[config.mk]
export PLATFORM = sky130hd
export DESIGN_NAME = eeetx_sched
export DESIGN_NICKNAME = d
export VERILOG_FILES = /design/src/rtl/eeetx_pkg.sv /design/src/rtl/eeetx_sched.sv
export VERILOG_INCLUDE_DIRS = /design/src /design/src/rtl
export SDC_FILE = /design/constraint.sdc
export NUM_CORES = 1
export LEC_CHECK = 0
export BUFFER_PORTS_ARGS = -buffer_cell sky130_fd_sc_hd__buf_4
export CAP_MARGIN = 20
export CORE_MARGIN = 2
export CORE_UTILIZATION = 25
export DETAILED_ROUTE_END_ITERATION = 6
export GPL_ROUTABILITY_DRIVEN = 1
export SLEW_MARGIN = 20
export SYNTH_ARGS = -nofsm -noshare
export SYNTH_HDL_FRONTEND = slang
export SYNTH_SLANG_ARGS = --single-unit
export TNS_END_PERCENT = 5
[constraint.sdc]
create_clock -name clk -period 1.6 [get_ports clk]
set_input_delay 0.32 -clock clk [delete_from_list [all_inputs] [get_ports clk]]
set_output_delay 0.32 -clock clk [all_outputs]
set_load 0.1 [all_outputs]
[src/rtl/eeetx_map.svh]
// Timing, threshold and speed-code constants for the EEE transmit wake scheduler
// What this block does
// Idle enabled port powers transmit down, wakes for data
// Wake interval 17 us gigabit, 30 us otherwise
// Both link ends use the same wake interval
// Non-urgent data deferred until 3000 bytes pending
// Deferred data still wakes after 48 us
// Urgent queue data starts wakeup immediately
// Per-queue urgent selection; others use byte deferral
// Per-port enable; disabled port never sleeps
// Sleep only on autoneg full duplex 1G/100M
// Deferral timer starts on first data, clears on wake
`ifndef EEETX_MAP_SVH
`define EEETX_MAP_SVH
`define EEETX_CLK_PERIOD_NS 100
`define EEETX_WAKE_GIG_NS   17000
`define EEETX_WAKE_OTH_NS   30000
`define EEETX_DEFER_NS      48000
`define EEETX_BYTE_THR      3000
`define EEETX_SPD_10M       2'h0
`define EEETX_SPD_100M      2'h1
`define EEETX_SPD_1G        2'h2
`define EEETX_BUF_DEPTH     2
`endif

[src/rtl/eeetx_pkg.sv]
// Types shared by the EEE transmit wake scheduler
package eeetx_pkg;
  // Power state of one port's transmit path
  typedef enum logic [1:0] {
    EEETX_ACTIVE,
    EEETX_SLEEP,
    EEETX_DEFER,
    EEETX_WAKE
  } eeetx_state_t;
endpackage

[src/rtl/eeetx_sched.sv]
// One port's EEE transmit scheduler with a two-entry egress buffer
`include "eeetx_map.svh"
module eeetx_sched
  import eeetx_pkg::*;
#(
  parameter int NQ     = 8,
  parameter int DATA_W = 64,
  parameter int BYTE_W = 16,
  parameter int BYTE_THR = `EEETX_BYTE_THR
) (
  input  wire logic              clk,
  input  wire logic              rst_b,
  input  wire logic              eee_en,
  input  wire logic              autoneg_done,
  input  wire logic              full_duplex,
  input  wire logic [1:0]        link_speed,
  input  wire logic [NQ-1:0]     urgent_sel,
  input  wire logic [NQ-1:0]     q_pending,
  input  wire logic [BYTE_W-1:0] pending_bytes,
  input  wire logic              in_valid,
  input  wire logic [DATA_W-1:0] in_data,
  output logic                   in_ready,
  output logic                   out_valid,
  output logic [DATA_W-1:0]      out_data,
  input  wire logic              out_ready,
  output logic                   tx_power_down,
  output logic                   tx_waking,
  output logic [8:0]             wake_cycles
);
  // Derived cycle counts; least times round up
  localparam int WAKE_GIG_CYC =
    (`EEETX_WAKE_GIG_NS + `EEETX_CLK_PERIOD_NS - 1) / `EEETX_CLK_PERIOD_NS;
  localparam int WAKE_OTH_CYC =
    (`EEETX_WAKE_OTH_NS + `EEETX_CLK_PERIOD_NS - 1) / `EEETX_CLK_PERIOD_NS;
  localparam int DEFER_CYC =
    (`EEETX_DEFER_NS + `EEETX_CLK_PERIOD_NS - 1) / `EEETX_CLK_PERIOD_NS;
  localparam int DEPTH = `EEETX_BUF_DEPTH;

  logic               rst_s1_reg;
  logic               rst_n;
  eeetx_state_t       state_reg;
  eeetx_state_t       state_next;
  logic [8:0]         defer_cnt_reg;
  logic [8:0]         wake_cnt_reg;
  logic [8:0]         wake_len_reg;
  logic [DATA_W-1:0]  mem_reg [DEPTH];
  logic               wr_ptr_reg;
  logic               rd_ptr_reg;
  logic [1:0]         count_reg;
  logic               eligible;
  logic               any_pend;
  logic               urgent_pend;
  logic               thr_hit;
  logic               timer_hit;
  logic               push;
  logic               pop;

  // Reset release through two flops; assertion is still immediate
  always_ff @(posedge clk or negedge rst_b) begin
    if (!rst_b) begin
      rst_s1_reg <= 1'b0;
      rst_n      <= 1'b0;
    end else begin
      rst_s1_reg <= 1'b1;
      rst_n      <= rst_s1_reg;
    end
  end

  // Port qualifies for low power only in these link modes
  assign eligible = eee_en && autoneg_done && full_duplex &&
                    (link_speed == `EEETX_SPD_1G || link_speed == `EEETX_SPD_100M);
  assign any_pend    = (|q_pending) || in_valid || (count_reg != 2'h0);
  assign urgent_pend = |(q_pending & urgent_sel);
  assign thr_hit     = pending_bytes >= BYTE_W'(BYTE_THR);
  assign timer_hit   = defer_cnt_reg >= 9'(DEFER_CYC - 1);

  // Power state decisions
  always_comb begin
    state_next = state_reg;
    unique case (state_reg)
      EEETX_ACTIVE:
        if (eligible && !any_pend) begin
          state_next = EEETX_SLEEP;
        end
      EEETX_SLEEP:
        if (!eligible || urgent_pend) begin
          state_next = EEETX_WAKE;
        end else if (any_pend) begin
          state_next = thr_hit ? EEETX_WAKE : EEETX_DEFER;
        end
      EEETX_DEFER:
        // Whichever trigger comes first ends the deferral
        if (!eligible || urgent_pend || thr_hit || timer_hit) begin
          state_next = EEETX_WAKE;
        end
      EEETX_WAKE:
        if (wake_cnt_reg == wake_len_reg - 9'h001) begin
          state_next = EEETX_ACTIVE;
        end
    endcase
  end

  // State register
  always_ff @(posedge clk or negedge rst_n) begin
    if (!rst_n) begin
      state_reg <= EEETX_ACTIVE;
    end else begin
      state_reg <= state_next;
    end
  end

  // Deferral timer, zero outside the deferral state
  always_ff @(posedge clk or negedge rst_n) begin
    if (!rst_n) begin
      defer_cnt_reg <= 9'h000;
    end else if (state_reg == EEETX_DEFER && state_next == EEETX_DEFER) begin
      defer_cnt_reg <= defer_cnt_reg + 9'h001;
    end else begin
      defer_cnt_reg <= 9'h000;
    end
  end

  // Wake length latched on entry so a speed change mid-wake is harmless
  always_ff @(posedge clk or negedge rst_n) begin
    if (!rst_n) begin
      wake_len_reg <= 9'(WAKE_OTH_CYC);
      wake_cnt_reg <= 9'h000;
    end else if (state_reg != EEETX_WAKE && state_next == EEETX_WAKE) begin
      wake_len_reg <= (link_speed == `EEETX_SPD_1G) ? 9'(WAKE_GIG_CYC)
                                                   : 9'(WAKE_OTH_CYC);
      wake_cnt_reg <= 9'h000;
    end else if (state_reg == EEETX_WAKE) begin
      wake_cnt_reg <= wake_cnt_reg + 9'h001;
    end
  end

  // Status outputs from flops
  always_ff @(posedge clk or negedge rst_n) begin
    if (!rst_n) begin
      tx_power_down <= 1'b0;
      tx_waking     <= 1'b0;
    end else begin
      tx_power_down <= (state_next == EEETX_SLEEP) || (state_next == EEETX_DEFER);
      tx_waking     <= (state_next == EEETX_WAKE);
    end
  end
  assign wake_cycles = wake_len_reg;

  // Two-entry buffer; drains only when fully powered
  assign in_ready  = count_reg != 2'(DEPTH);
  assign out_valid = (count_reg != 2'h0) && (state_reg == EEETX_ACTIVE);
  assign push      = in_valid && in_ready;
  assign pop       = out_valid && out_ready;
  assign out_data  = mem_reg[rd_ptr_reg];

  // Buffer storage is data only, no reset needed
  always_ff @(posedge clk) begin
    if (push) begin
      mem_reg[wr_ptr_reg] <= in_data;
    end
  end

  // Buffer pointers and fill level
  always_ff @(posedge clk or negedge rst_n) begin
    if (!rst_n) begin
      wr_ptr_reg <= 1'b0;
      rd_ptr_reg <= 1'b0;
      count_reg  <= 2'h0;
    end else begin
      if (push) begin
        wr_ptr_reg <= ~wr_ptr_reg;
      end
      if (pop) begin
        rd_ptr_reg <= ~rd_ptr_reg;
      end
      count_reg <= count_reg + 2'(push) - 2'(pop);
    end
  end
endmodule
==> results of run 1 <==
## cells in the final DEF, fill, tap and decap left out, drive strengths merged, types with 8 or more instances in the layout
cell	netlist	final
nand2	17	17
ha	8	8
edfxtp	128	128
o21ai	11	11
inv	5	12
dfrtp	29	29
nor2	13	13
buf	14	230
mux2	65	65
clkbuf	1	18
## stage by stage
stage | hold slack (ps) | setup TNS, ps | total power, W | area (µm²) | instances
final | 90.8 | -37840 | 0.0156 | 9380 | 939
after global routing | 53.4 | -45710 | 0.0163 | 9380 | 939
after CTS | 63.1 | -39840 | 0.0158 | 9350 | 938
after detailed placement | 108 | -14030 | 0.0114 | 8400 | 903
after global placement | 106 | -11740 | 0.0112 | 8400 | 903
after floorplan | 24.4 | -83170 | 0.00979 | 6310 | 367
## cell families (layout without fill, tap and decap cells)
logic type,count (synthesis),in the layout,synth area share
flops,158,158,0.740
simple gates,66,66,0.0558
xor+xnor,13,13,0.0183
compound gates,27,27,0.0266
mux,69,69,0.124
other cells,2,6,0.00121
buf+inv,20,268,0.0181
fa+ha+maj,8,8,0.0161
## final cells by class
| cell class | instances | area [µm²] |
|---|---|---|
| inverter | 5 | 21.3 |
| tap | 324 | 405 |
| clock inverter | 14 | 146 |
| sequential | 158 | 4600 |
| fill | 2279 | 15000 |
| timing repair buffer | 231 | 2150 |
| clock buffer | 18 | 429 |
| multi-input combinational | 189 | 1620 |
## power groups by stage
stage          registers [W]  logic, W  clock network [W]
2_1_floorplan        0.00610   0.00369                  0
3_3_place_gp         0.00579   0.00543                  0
3_5_place_dp         0.00585   0.00552                  0
4_1_cts              0.00577   0.00598            0.00404
5_1_grt              0.00584   0.00621            0.00423
6_report             0.00576   0.00593            0.00392
## repair_timing
action                                  CTS  global route
setup buffers                             2             1
pin swaps                                 6             2
hold endpoints to repair                  2             0
resized for setup                        92             7
hold buffers                              1             0
endpoints found under the setup margin   96            96
## critical path: cells and delay by family, from the launching register on
| family | cells | cell delay (ps) |
|---|---|---|
| and+or+nand+nor | 2 | 200 |
| DFF | 1 | 630 |
| muxes | 1 | 290 |
| buffers and inverters | 1 | 40 |
| adders and majority gates | 2 | 490 |
| AOI/OAI and AO/OA | 2 | 370 |
| xor gates and xnor gates | 1 | 140 |
## per-layer routing
metal  up-vias  routed length [µm]  track usage
li1       1857                   -            -
met1      1979                5830        0.128
met2       145                7370        0.195
met3        10                 897       0.0350
met4         0                 132       0.0338
met5         -                   0            0
## worst min path at each step
stage | cells after the start | slack, ps | endpoint | from
finish | 1 | 90 | mem_reg[0][57] | in_data[57]
global route | 1 | 50 | mem_reg[1][5] | in_data[5]
CTS | 1 | 60 | mem_reg[0][35] | in_data[35]
detailed placement | 1 | 110 | rst_s1_reg | rst_b
global placement | 1 | 110 | rst_n | rst_b
floorplan | 0 | 20 | rst_n | rst_b
==> impl_metrics.tcl, run 1 <==
set metrics [dict create \
    run_status "finished, violations left" \
    failed_checks "setup timing" \
    die-width_um 162 \
    synth_common_cells "128 x sky130_fd_sc_hd__edfxtp_1, 65 x sky130_fd_sc_hd__mux2_2, 29 x sky130_fd_sc_hd__dfrtp_1" \
    power.combinational.fraction 0.380 \
    crit_path_cell_trace "inv_4 > ha_4 > xor2_1 > nand4_1 > a21oi_2 > a21oi_1 > ha_2 > nand2_4 > mux2_4" \
    clockPowerShare 0.251 \
    vias_after_detailed_routing 3991 \
    vdd_drop_max_uv 842 \
    synth.cell_area_um2 6210 \
    power_report.internal_total_w 0.00953 \
    finalCritPeriodShare 1.42 \
    cts.clk_slew.worst_paths_ps 70 \
    grt_use_total 0.110 \
    r2r_setup_slack_ps -670 \
    worst_setup_path_endpoint "wake_cycles[7]" \
    timing.critical_path.fanout_max 3 \
    floorplan.die.height_um 162 \
    max_freq_ghz 0.440 \
    firstDrtPassIters 6 \
    largest_register_ffs 128 \
    synthCells 363 \
    postLayoutCoreUtil 0.384 \
    clock_tree.root_cell "sky130_fd_sc_hd__clkbuf_16" \
    place_worst_setup_slack_ps -723 \
    numCtsBuffers 17 \
    timing.critical_path.arrival_ps 2570 \
    place.detailed.hpwl_um 10100 \
    initial_util 0.255 \
    cts-root-to-sink-buffers 2 \
    sequential_share_of_power 0.369 \
    postSynthRegisterBits 158 \
    worstHoldPathType "in2reg" \
    synth.top_cell.area_share 0.619 \
    clock_sink_count 158 \
    netSwitchingFraction 0.390 \
    rows 57 \
    yosysMostFrequentCell "sky130_fd_sc_hd__edfxtp_1" \
    synth_seq_area_share 0.740 \
    grt_setup_unrepaired "yes" \
    psw_w 0.00609 \
    timing.setup.critical_path_class "reg2reg" \
    core_area_um2 24400 \
    antenna_found_initial 0 \
    routed_wirelength_um 14200 \
    grt_pass1_wl_um 22300 \
    ant_nets 0 \
    final_hold_viol_count 0 \
    worst_skew_pair.late_latency_ps 410 \
    wire_per_inst_um 15.2 \
    synth.lib_cells_used.distinct 37 \
    ys_top_cells_by_area "sky130_fd_sc_hd__edfxtp_1 62%, sky130_fd_sc_hd__mux2_2 12%, sky130_fd_sc_hd__dfrtp_1 12%, sky130_fd_sc_hd__ha_1 1.6%, sky130_fd_sc_hd__nand2_1 1.0%" \
    design.die.area_um2 26100 \
    finalMaxSlewViolations 0 \
    critPathLaunchType "register" \
    synth_area_per_cell_um2 17.1 \
    synth_enable_flop_cells 128 \
    rr_startpoint "wake_cycles[2]" \
    ys.warnings.count 0 \
    final_nets 715 \
    setup-violations-final 92 \
    setup_ws_ps -675 \
    drive_gt1_frac 0.567 \
    cap_viol_max_count 0 \
    cp.required_ps 1890 \
    io_pins 182 \
    overflow 0 \
    grt_start_max_net_pins 35 \
    count_of_buffers_from_port_buffering 173 \
    areaGrowthSynthToFinish_pct 50.9 \
    drt-initial-drc-count 249 \
    worst_path_max_delay_cell "sky130_fd_sc_hd__dfstp_4" \
    critical_path.endpoint_type "register" \
    routabilityCongestion 0.808 \
    post_route_skew_ps 7.43 \
    asyncSetResetFlopFracSynth 0.190 \
    cp_slowest_stage_delay_ps 630 \
    crit_start "wake_cycles[2]" \
    tritoncts "built" \
    antennaDiodeCount 0 \
    synth_top_flop_cell "sky130_fd_sc_hd__edfxtp_1" \
    worst_case_reg_to_reg_path_depth 9 \
    h-tree-depth 4 \
    worstReg2RegEnd "wake_cycles[7]" \
    drcViolationCount 0 \
    cellLeakagePower_nw 3.70 \
    power_density_nw_per_um2 1660 \
    via_per_inst 4.25 \
    period_needed_ps 2270 \
    vias_in_the_first_global_route 4350 \
    yosys.area.top_type "sky130_fd_sc_hd__edfxtp_1" \
]
Power figures use the tool's default switching activity.
==> run 2: changes to the inputs <==
CORE_UTILIZATION = 50   (was 25)
PLACE_DENSITY = 0.78   (was default)
==> run 2 against run 1 <==
  * The run still ends with setup timing left
  * Register-to-register slack improved by 40 ps
  * Core utilization increased by 37 points
  * Maximum frequency increased by 1.6%
  * Final cell count decreased by 18%
  * Global-route usage increased by 9.9 points
  * First-iteration DRC count increased by 1.6%
  * Total power decreased by 2.0%
  * Count of clock-buffer cells in the layout increased by 2
  * Setup slack improved by 36 ps
  * Critical path type unchanged
  * Largest cell class unchanged
==> impl_metrics.tcl, run 2 (synthesized netlist as in run 1, its figures left out) <==
set metrics [dict create \
    power_report.internal_total_w 0.00945 \
    final_common_cell "sky130_fd_sc_hd__buf_4" \
    period_needed_ps 2240 \
    post_route_skew_ps 4.11 \
    finalCritPeriodShare 1.40 \
    total_power_w 0.0153 \
    final_cell_count_no_fill 770 \
    firstDrtPassIters 4 \
    worst_case_reg_to_reg_path_depth 9 \
    die-width_um 115 \
    timing.setup.critical_path_class "reg2reg" \
    numCtsBuffers 17 \
    overflow 0 \
    grt_setup_unrepaired "yes" \
    grt_start_max_net_pins 42 \
    timing.critical_path.fanout_max 5 \
    vdd_drop_max_uv 1080 \
    postPlaceCellArea_um2 8140 \
    grt_pass1_wl_um 20500 \
    cp.required_ps 1900 \
    largest_register_ffs 128 \
    critical_path.endpoint_type "register" \
    routed_wirelength_um 13600 \
    failed_checks "setup timing" \
    run_status "finished, violations left" \
    final_nets 703 \
    ant_nets 0 \
    vias_after_detailed_routing 3934 \
    power.combinational.fraction 0.390 \
    dp_cells 736 \
    met3_usage 0.0570 \
    clockPowerShare 0.231 \
    final_hold_viol_count 0 \
    rows 40 \
    routabilityCongestion 0.802 \
    setup_ws_ps -639 \
    worst_skew_pair.late_latency_ps 420 \
    core_area_um2 12100 \
    floorplan.die.height_um 115 \
    wire_per_inst_um 17.7 \
    groute.layer.met2.usage 0.380 \
    busiest_layer "met2" \
    initial_util 0.515 \
    cts-root-to-sink-buffers 2 \
    netSwitchingFraction 0.383 \
    drt-initial-drc-count 253 \
    design.die.area_um2 13300 \
    cts.clk_slew.worst_paths_ps 60 \
    cellLeakagePower_nw 3.62 \
    io_pins 182 \
    vias_in_the_first_global_route 4199 \
    grt_use_total 0.210 \
    drive_gt1_frac 0.553 \
    timing.hold.worst_path_depth 1 \
    antenna_found_initial 0 \
    max_freq_ghz 0.447 \
    worstHoldPathType "in2reg" \
    clock_sink_count 158 \
    timing.critical_path.arrival_ps 2540 \
    finalMaxSlewViolations 0 \
    h-tree-depth 4 \
    cap_viol_max_count 0 \
    finish.instance_area_um2 9080 \
    areaGrowthSynthToFinish_pct 46.1 \
    via_per_inst 5.11 \
    setup-violations-final 92 \
    psw_w 0.00586 \
    antennaDiodeCount 0 \
    drcViolationCount 0 \
    count_of_buffers_from_port_buffering 173 \
    power_density_nw_per_um2 1690 \
    tritoncts "built" \
    most_used_cells_in_the_layout_excluding_fill_and_tap_cells "139 x sky130_fd_sc_hd__buf_4, 128 x sky130_fd_sc_hd__edfxtp_1, 63 x sky130_fd_sc_hd__buf_6" \
    clock_tree.root_cell "sky130_fd_sc_hd__clkbuf_16" \
    met1_usage 0.229 \
    critPathLaunchType "register" \
    place.detailed.hpwl_um 9330 \
    sequential_share_of_power 0.379 \
]
run 2: final timing paths:
kind	startpoint	endpoint	slack, ps
max in group asynchronous	rst_n	wake_cycles[2]	1020
worst max register to register	wake_cycles[2]	wake_cycles[7]	-640
worst min-delay path	in_data[61]	mem_reg[1][61]	80
worst max-delay path	wake_cycles[2]	wake_cycles[7]	-640
min in group asynchronous	rst_b	rst_n	220
worst min register to register	rst_n	count_reg[1]	260
run 2: cell type report:
class                           count  area [µm²]
Inverter                            5        21.3
Fill cell                         741        2990
Multi-Input combinational cell    189        1660
Clock buffer                       20         437
Clock inverter                     11        76.3
Sequential cell                   158        4600
Timing Repair Buffer              219        2070
Tap cell                          168         210
run 2: stage by stage:
stage          setup slack (ps)  hold slack, ps  setup TNS (ps)  utilization
2_1_floorplan              -763            24.4          -83170            -
5_1_grt                    -717            65.9          -39170        0.752
4_1_cts                    -622            60.1          -36000        0.745
3_3_place_gp               -571             104          -10380        0.675
6_report                   -639            84.9          -33350        0.752
3_5_place_dp               -713             106          -12300        0.675
run 2: what timing repair did:
item	in CTS	in global routing
cloned	0	0
setup endpoints to repair	96	94
endpoints found under the hold margin	2	0
buffers inserted	1	1
gates resized for setup	84	23
hold buffers	1	0
pin swaps	2	6
run 2: critical path, stage by stage, from the launching register on:
cell and delay, ps:
sky130_fd_sc_hd__dfstp_4 630, sky130_fd_sc_hd__inv_4 40, sky130_fd_sc_hd__ha_4 260, sky130_fd_sc_hd__xor2_2 120, sky130_fd_sc_hd__nand4_1 100, sky130_fd_sc_hd__a21oi_2 210
sky130_fd_sc_hd__o2111ai_2 170, sky130_fd_sc_hd__ha_4 230, sky130_fd_sc_hd__nand2_4 70, sky130_fd_sc_hd__mux2_4 290
run 2: per-layer routing:
layer  part of all wire  vias to the layer above
met4              0.026                        0
met3              0.069                       25
met5                  0                        -
met1               0.38                     1917
met2               0.52                      162
li1                   -                     1830
run 2: power by group through the flow:
stage | combinational (W) | sequential, W | clock, W
finish | 0.00597 | 0.00580 | 0.00354
detailed placement | 0.00543 | 0.00586 | 0
floorplan | 0.00369 | 0.00610 | 0
CTS | 0.00589 | 0.00579 | 0.00361
global route | 0.00621 | 0.00587 | 0.00377
global placement | 0.00534 | 0.00580 | 0
==> run 3: changes to the inputs <==
ABC_AREA = 1   (was default)
PLACE_DENSITY = 0.77   (was 0.78)
==> run 3 against run 2 <==
  * Combinational power down 3.9%
  * Total power about the same
  * Sequential share of layout area down 5.2 points
  * Final cell count up 29%
  * The flow still finishes with violations (setup timing)
  * Non-clock buffer count up 11
  * Critical endpoint is now wake_cnt_reg[4]
  * Clock skew up 3.8 ps
  * First-iteration DRC count up 100%
  * Largest power group unchanged
  * Final area up 11%
==> impl_metrics.tcl, run 3 <==
set metrics [dict create \
    worstReg2RegEnd "wake_cnt_reg[4]" \
    place.detailed.hpwl_um 10200 \
    max_freq_ghz 0.434 \
    io_pins 182 \
    antenna_found_initial 0 \
    timing.critical_path.arrival_ps 2660 \
    overflow 0 \
    cp.required_ps 1960 \
    clock_tree.root_cell "sky130_fd_sc_hd__clkbuf_16" \
    setup-violations-final 90 \
    via_per_inst 5.11 \
    grt_use_total 0.250 \
    clockPowerShare 0.258 \
    power_density_nw_per_um2 1510 \
    areaGrowthSynthToFinish_pct 57.6 \
    place_worst_setup_slack_ps -703 \
    routed_wirelength_um 17500 \
    antennaDiodeCount 0 \
    count_of_buffers_from_port_buffering 173 \
    vdd_drop_max_uv 801 \
    final_nets 925 \
    post_route_skew_ps 7.86 \
    setup_ws_ps -705 \
    postSynthRegisterBits 158 \
    rr_startpoint "wake_cycles[2]" \
    synth_seq_area_share 0.717 \
    asyncSetResetFlopFracSynth 0.190 \
    tritoncts "built" \
    crit_path_cell_trace "inv_4 > ha_4 > inv_2 > nand2_1 > nand2_1 > nor2_1 > nand3_1 > nand2_1 > nand3_2 > ha_4 > inv_4 > nor2_4 > inv_4 > nand2_2 > mux2_4 > inv_2" \
    h-tree-depth 4 \
    numCtsBuffers 17 \
    run_status "finished, violations left" \
    critical_path.endpoint_type "register" \
    finalMaxSlewViolations 0 \
    ys.warnings.count 0 \
    largest_register_ffs 128 \
    rows 41 \
    postPlaceCellArea_um2 8350 \
    design.die.area_um2 13700 \
    synth.cell_area_um2 6410 \
    timing.setup.critical_path_class "reg2reg" \
    synth.top_cell.area_share 0.599 \
    sequential_share_of_power 0.367 \
    synth_area_per_cell_um2 11.1 \
    power.combinational.fraction 0.376 \
    cap_viol_max_count 0 \
    core_area_um2 12600 \
    timing.hold.worst_path_depth 1 \
    worst_case_reg_to_reg_path_depth 16 \
    drt-initial-drc-count 507 \
    routabilityCongestion 0.882 \
    yosys.area.top_type "sky130_fd_sc_hd__edfxtp_1" \
    floorplan.die.height_um 117 \
    worst_skew_pair.late_latency_ps 420 \
    finish.instance_area_um2 10100 \
    worstHoldPathType "in2reg" \
    netSwitchingFraction 0.373 \
    synth.lib_cells_used.distinct 32 \
    firstDrtPassIters 5 \
    cellLeakagePower_nw 4.43 \
    most_used_cells_in_the_layout_excluding_fill_and_tap_cells "204 x sky130_fd_sc_hd__nand2_1, 151 x sky130_fd_sc_hd__buf_4, 128 x sky130_fd_sc_hd__edfxtp_1" \
    cp_slowest_stage_delay_ps 630 \
    clock_sink_count 158 \
    synth_common_cells "255 x sky130_fd_sc_hd__nand2_1, 128 x sky130_fd_sc_hd__edfxtp_1, 39 x sky130_fd_sc_hd__nor2_1" \
    grt_setup_unrepaired "yes" \
    vias_in_the_first_global_route 5164 \
    postLayoutCoreUtil 0.804 \
    cts-root-to-sink-buffers 2 \
    failed_checks "setup timing" \
    hold_path.startpoint "in_data[20]" \
    drive_gt1_frac 0.427 \
    drcViolationCount 0 \
    synthCells 580 \
    final_hold_viol_count 0 \
    power_report.internal_total_w 0.00958 \
    synth_top_flop_cell "sky130_fd_sc_hd__edfxtp_1" \
    finalCritPeriodShare 1.44 \
    ys_top_cells_by_area "sky130_fd_sc_hd__edfxtp_1 60%, sky130_fd_sc_hd__nand2_1 15%, sky130_fd_sc_hd__dfrtp_1 11%, sky130_fd_sc_hd__nor2_1 2.3%, sky130_fd_sc_hd__inv_1 2.0%" \
    critPathLaunchType "register" \
    psw_w 0.00571 \
    die-width_um 117 \
    synth_enable_flop_cells 128 \
    r2r_setup_slack_ps -710 \
    yosysMostFrequentCell "sky130_fd_sc_hd__nand2_1" \
    holdPathEnd "mem_reg[1][20]" \
    vias_after_detailed_routing 5094 \
    grt_pass1_wl_um 25600 \
    worst_path_max_delay_cell "sky130_fd_sc_hd__dfstp_4" \
    grt_start_max_net_pins 47 \
    timing.critical_path.fanout_max 6 \
    wire_per_inst_um 17.5 \
    cts.clk_slew.worst_paths_ps 70 \
    ant_nets 0 \
    period_needed_ps 2310 \
    initial_util 0.510 \
    final_common_cell "sky130_fd_sc_hd__nand2_1" \
]
-- run 3: changes by cell type in the layout (fill, tap and decap cells not counted), sizes merged, moves of 5 or more --
| cell | delta |
|---|---|
| buf | +11 |
| clkinv | -7 |
| inv | +38 |
| mux2 | -64 |
| nand2 | +239 |
| nand3 | +13 |
| nor2 | +28 |
| xnor2 | -5 |
| xor2 | -5 |
-- run 3: final cells by class --
cell class                      count  area, µm²
Clock buffer                       23        522
Clock inverter                      9       67.6
Multi-Input combinational cell    368       1870
Inverter                           37        154
Timing Repair Buffer              230       2670
Sequential cell                   158       4610
Tap cell                          172        215
Fill cell                         657       2460
-- run 3: layer usage --
metal / global-route usage / share of wire / vias up
li1: - / - / 2350
met1: 0.274 / 0.35 / 2453
met2: 0.460 / 0.55 / 252
met3: 0.0731 / 0.078 / 39
met4: 0.0878 / 0.023 / 0
met5: 0 / 0 / -
-- run 3: how the worst max path moves through the flow --
stage / to / start
3_5_place_dp: wake_cnt_reg[4] / wake_cycles[2]
5_1_grt: defer_cnt_reg[5] / wake_cycles[2]
2_1_floorplan: wake_cnt_reg[4] / wake_cycles[2]
6_report: wake_cnt_reg[4] / wake_cycles[2]
4_1_cts: wake_cnt_reg[4] / wake_cycles[2]
3_3_place_gp: wake_cnt_reg[4] / wake_cycles[2]
-- run 3: kinds of logic after synthesis --
group | after synthesis | share of synthesized area
AND/OR/NAND/NOR | 330 | 0.206
buffers and inverters | 58 | 0.0382
AO/OA/AOI/OAI | 20 | 0.0166
flip-flops | 158 | 0.717
adder cells (fa/ha/maj) | 8 | 0.0156
multiplexers | 1 | 0.00176
XOR/XNOR | 3 | 0.00410
other | 2 | 0.00117
-- run 3: power groups by stage --
stage / Sequential, W / Combinational, W / Clock (W)
after floorplan: 0.00567 / 0.00329 / 0
after global placement: 0.00561 / 0.00451 / 0
after detailed placement: 0.00565 / 0.00457 / 0
after CTS: 0.00558 / 0.00566 / 0.00397
after global routing: 0.00566 / 0.00592 / 0.00415
final: 0.00560 / 0.00574 / 0.00394
-- run 3: timing repair --
item | 4_1_cts | 5_1_grt
setup buffers | 6 | 1
gates resized for setup | 267 | 30
endpoints found under the hold margin | 2 | 0
setup endpoints to repair | 93 | 94
pin swaps | 10 | 6
hold buffers | 1 | 0
-- run 3: through the flow --
step | cells | total power (W) | setup TNS, ps | hold slack, ps
floorplan | 584 | 0.00896 | -95250 | 24.4
global placement | 957 | 0.0101 | -9780 | 102
detailed placement | 957 | 0.0102 | -11680 | 103
CTS | 996 | 0.0152 | -27930 | 74.3
global route | 997 | 0.0157 | -38280 | 65.2
finish | 997 | 0.0153 | -29110 | 84.9
-- run 3: worst max-delay path, delay by kind of cell (launching register included) --
kind,cells,cell delay (ps)
adder cells (fa/ha/maj),2,450
buffers and inverters,5,240
flip-flops,1,630
multiplexers,1,270
AND/OR/NAND/NOR,8,640
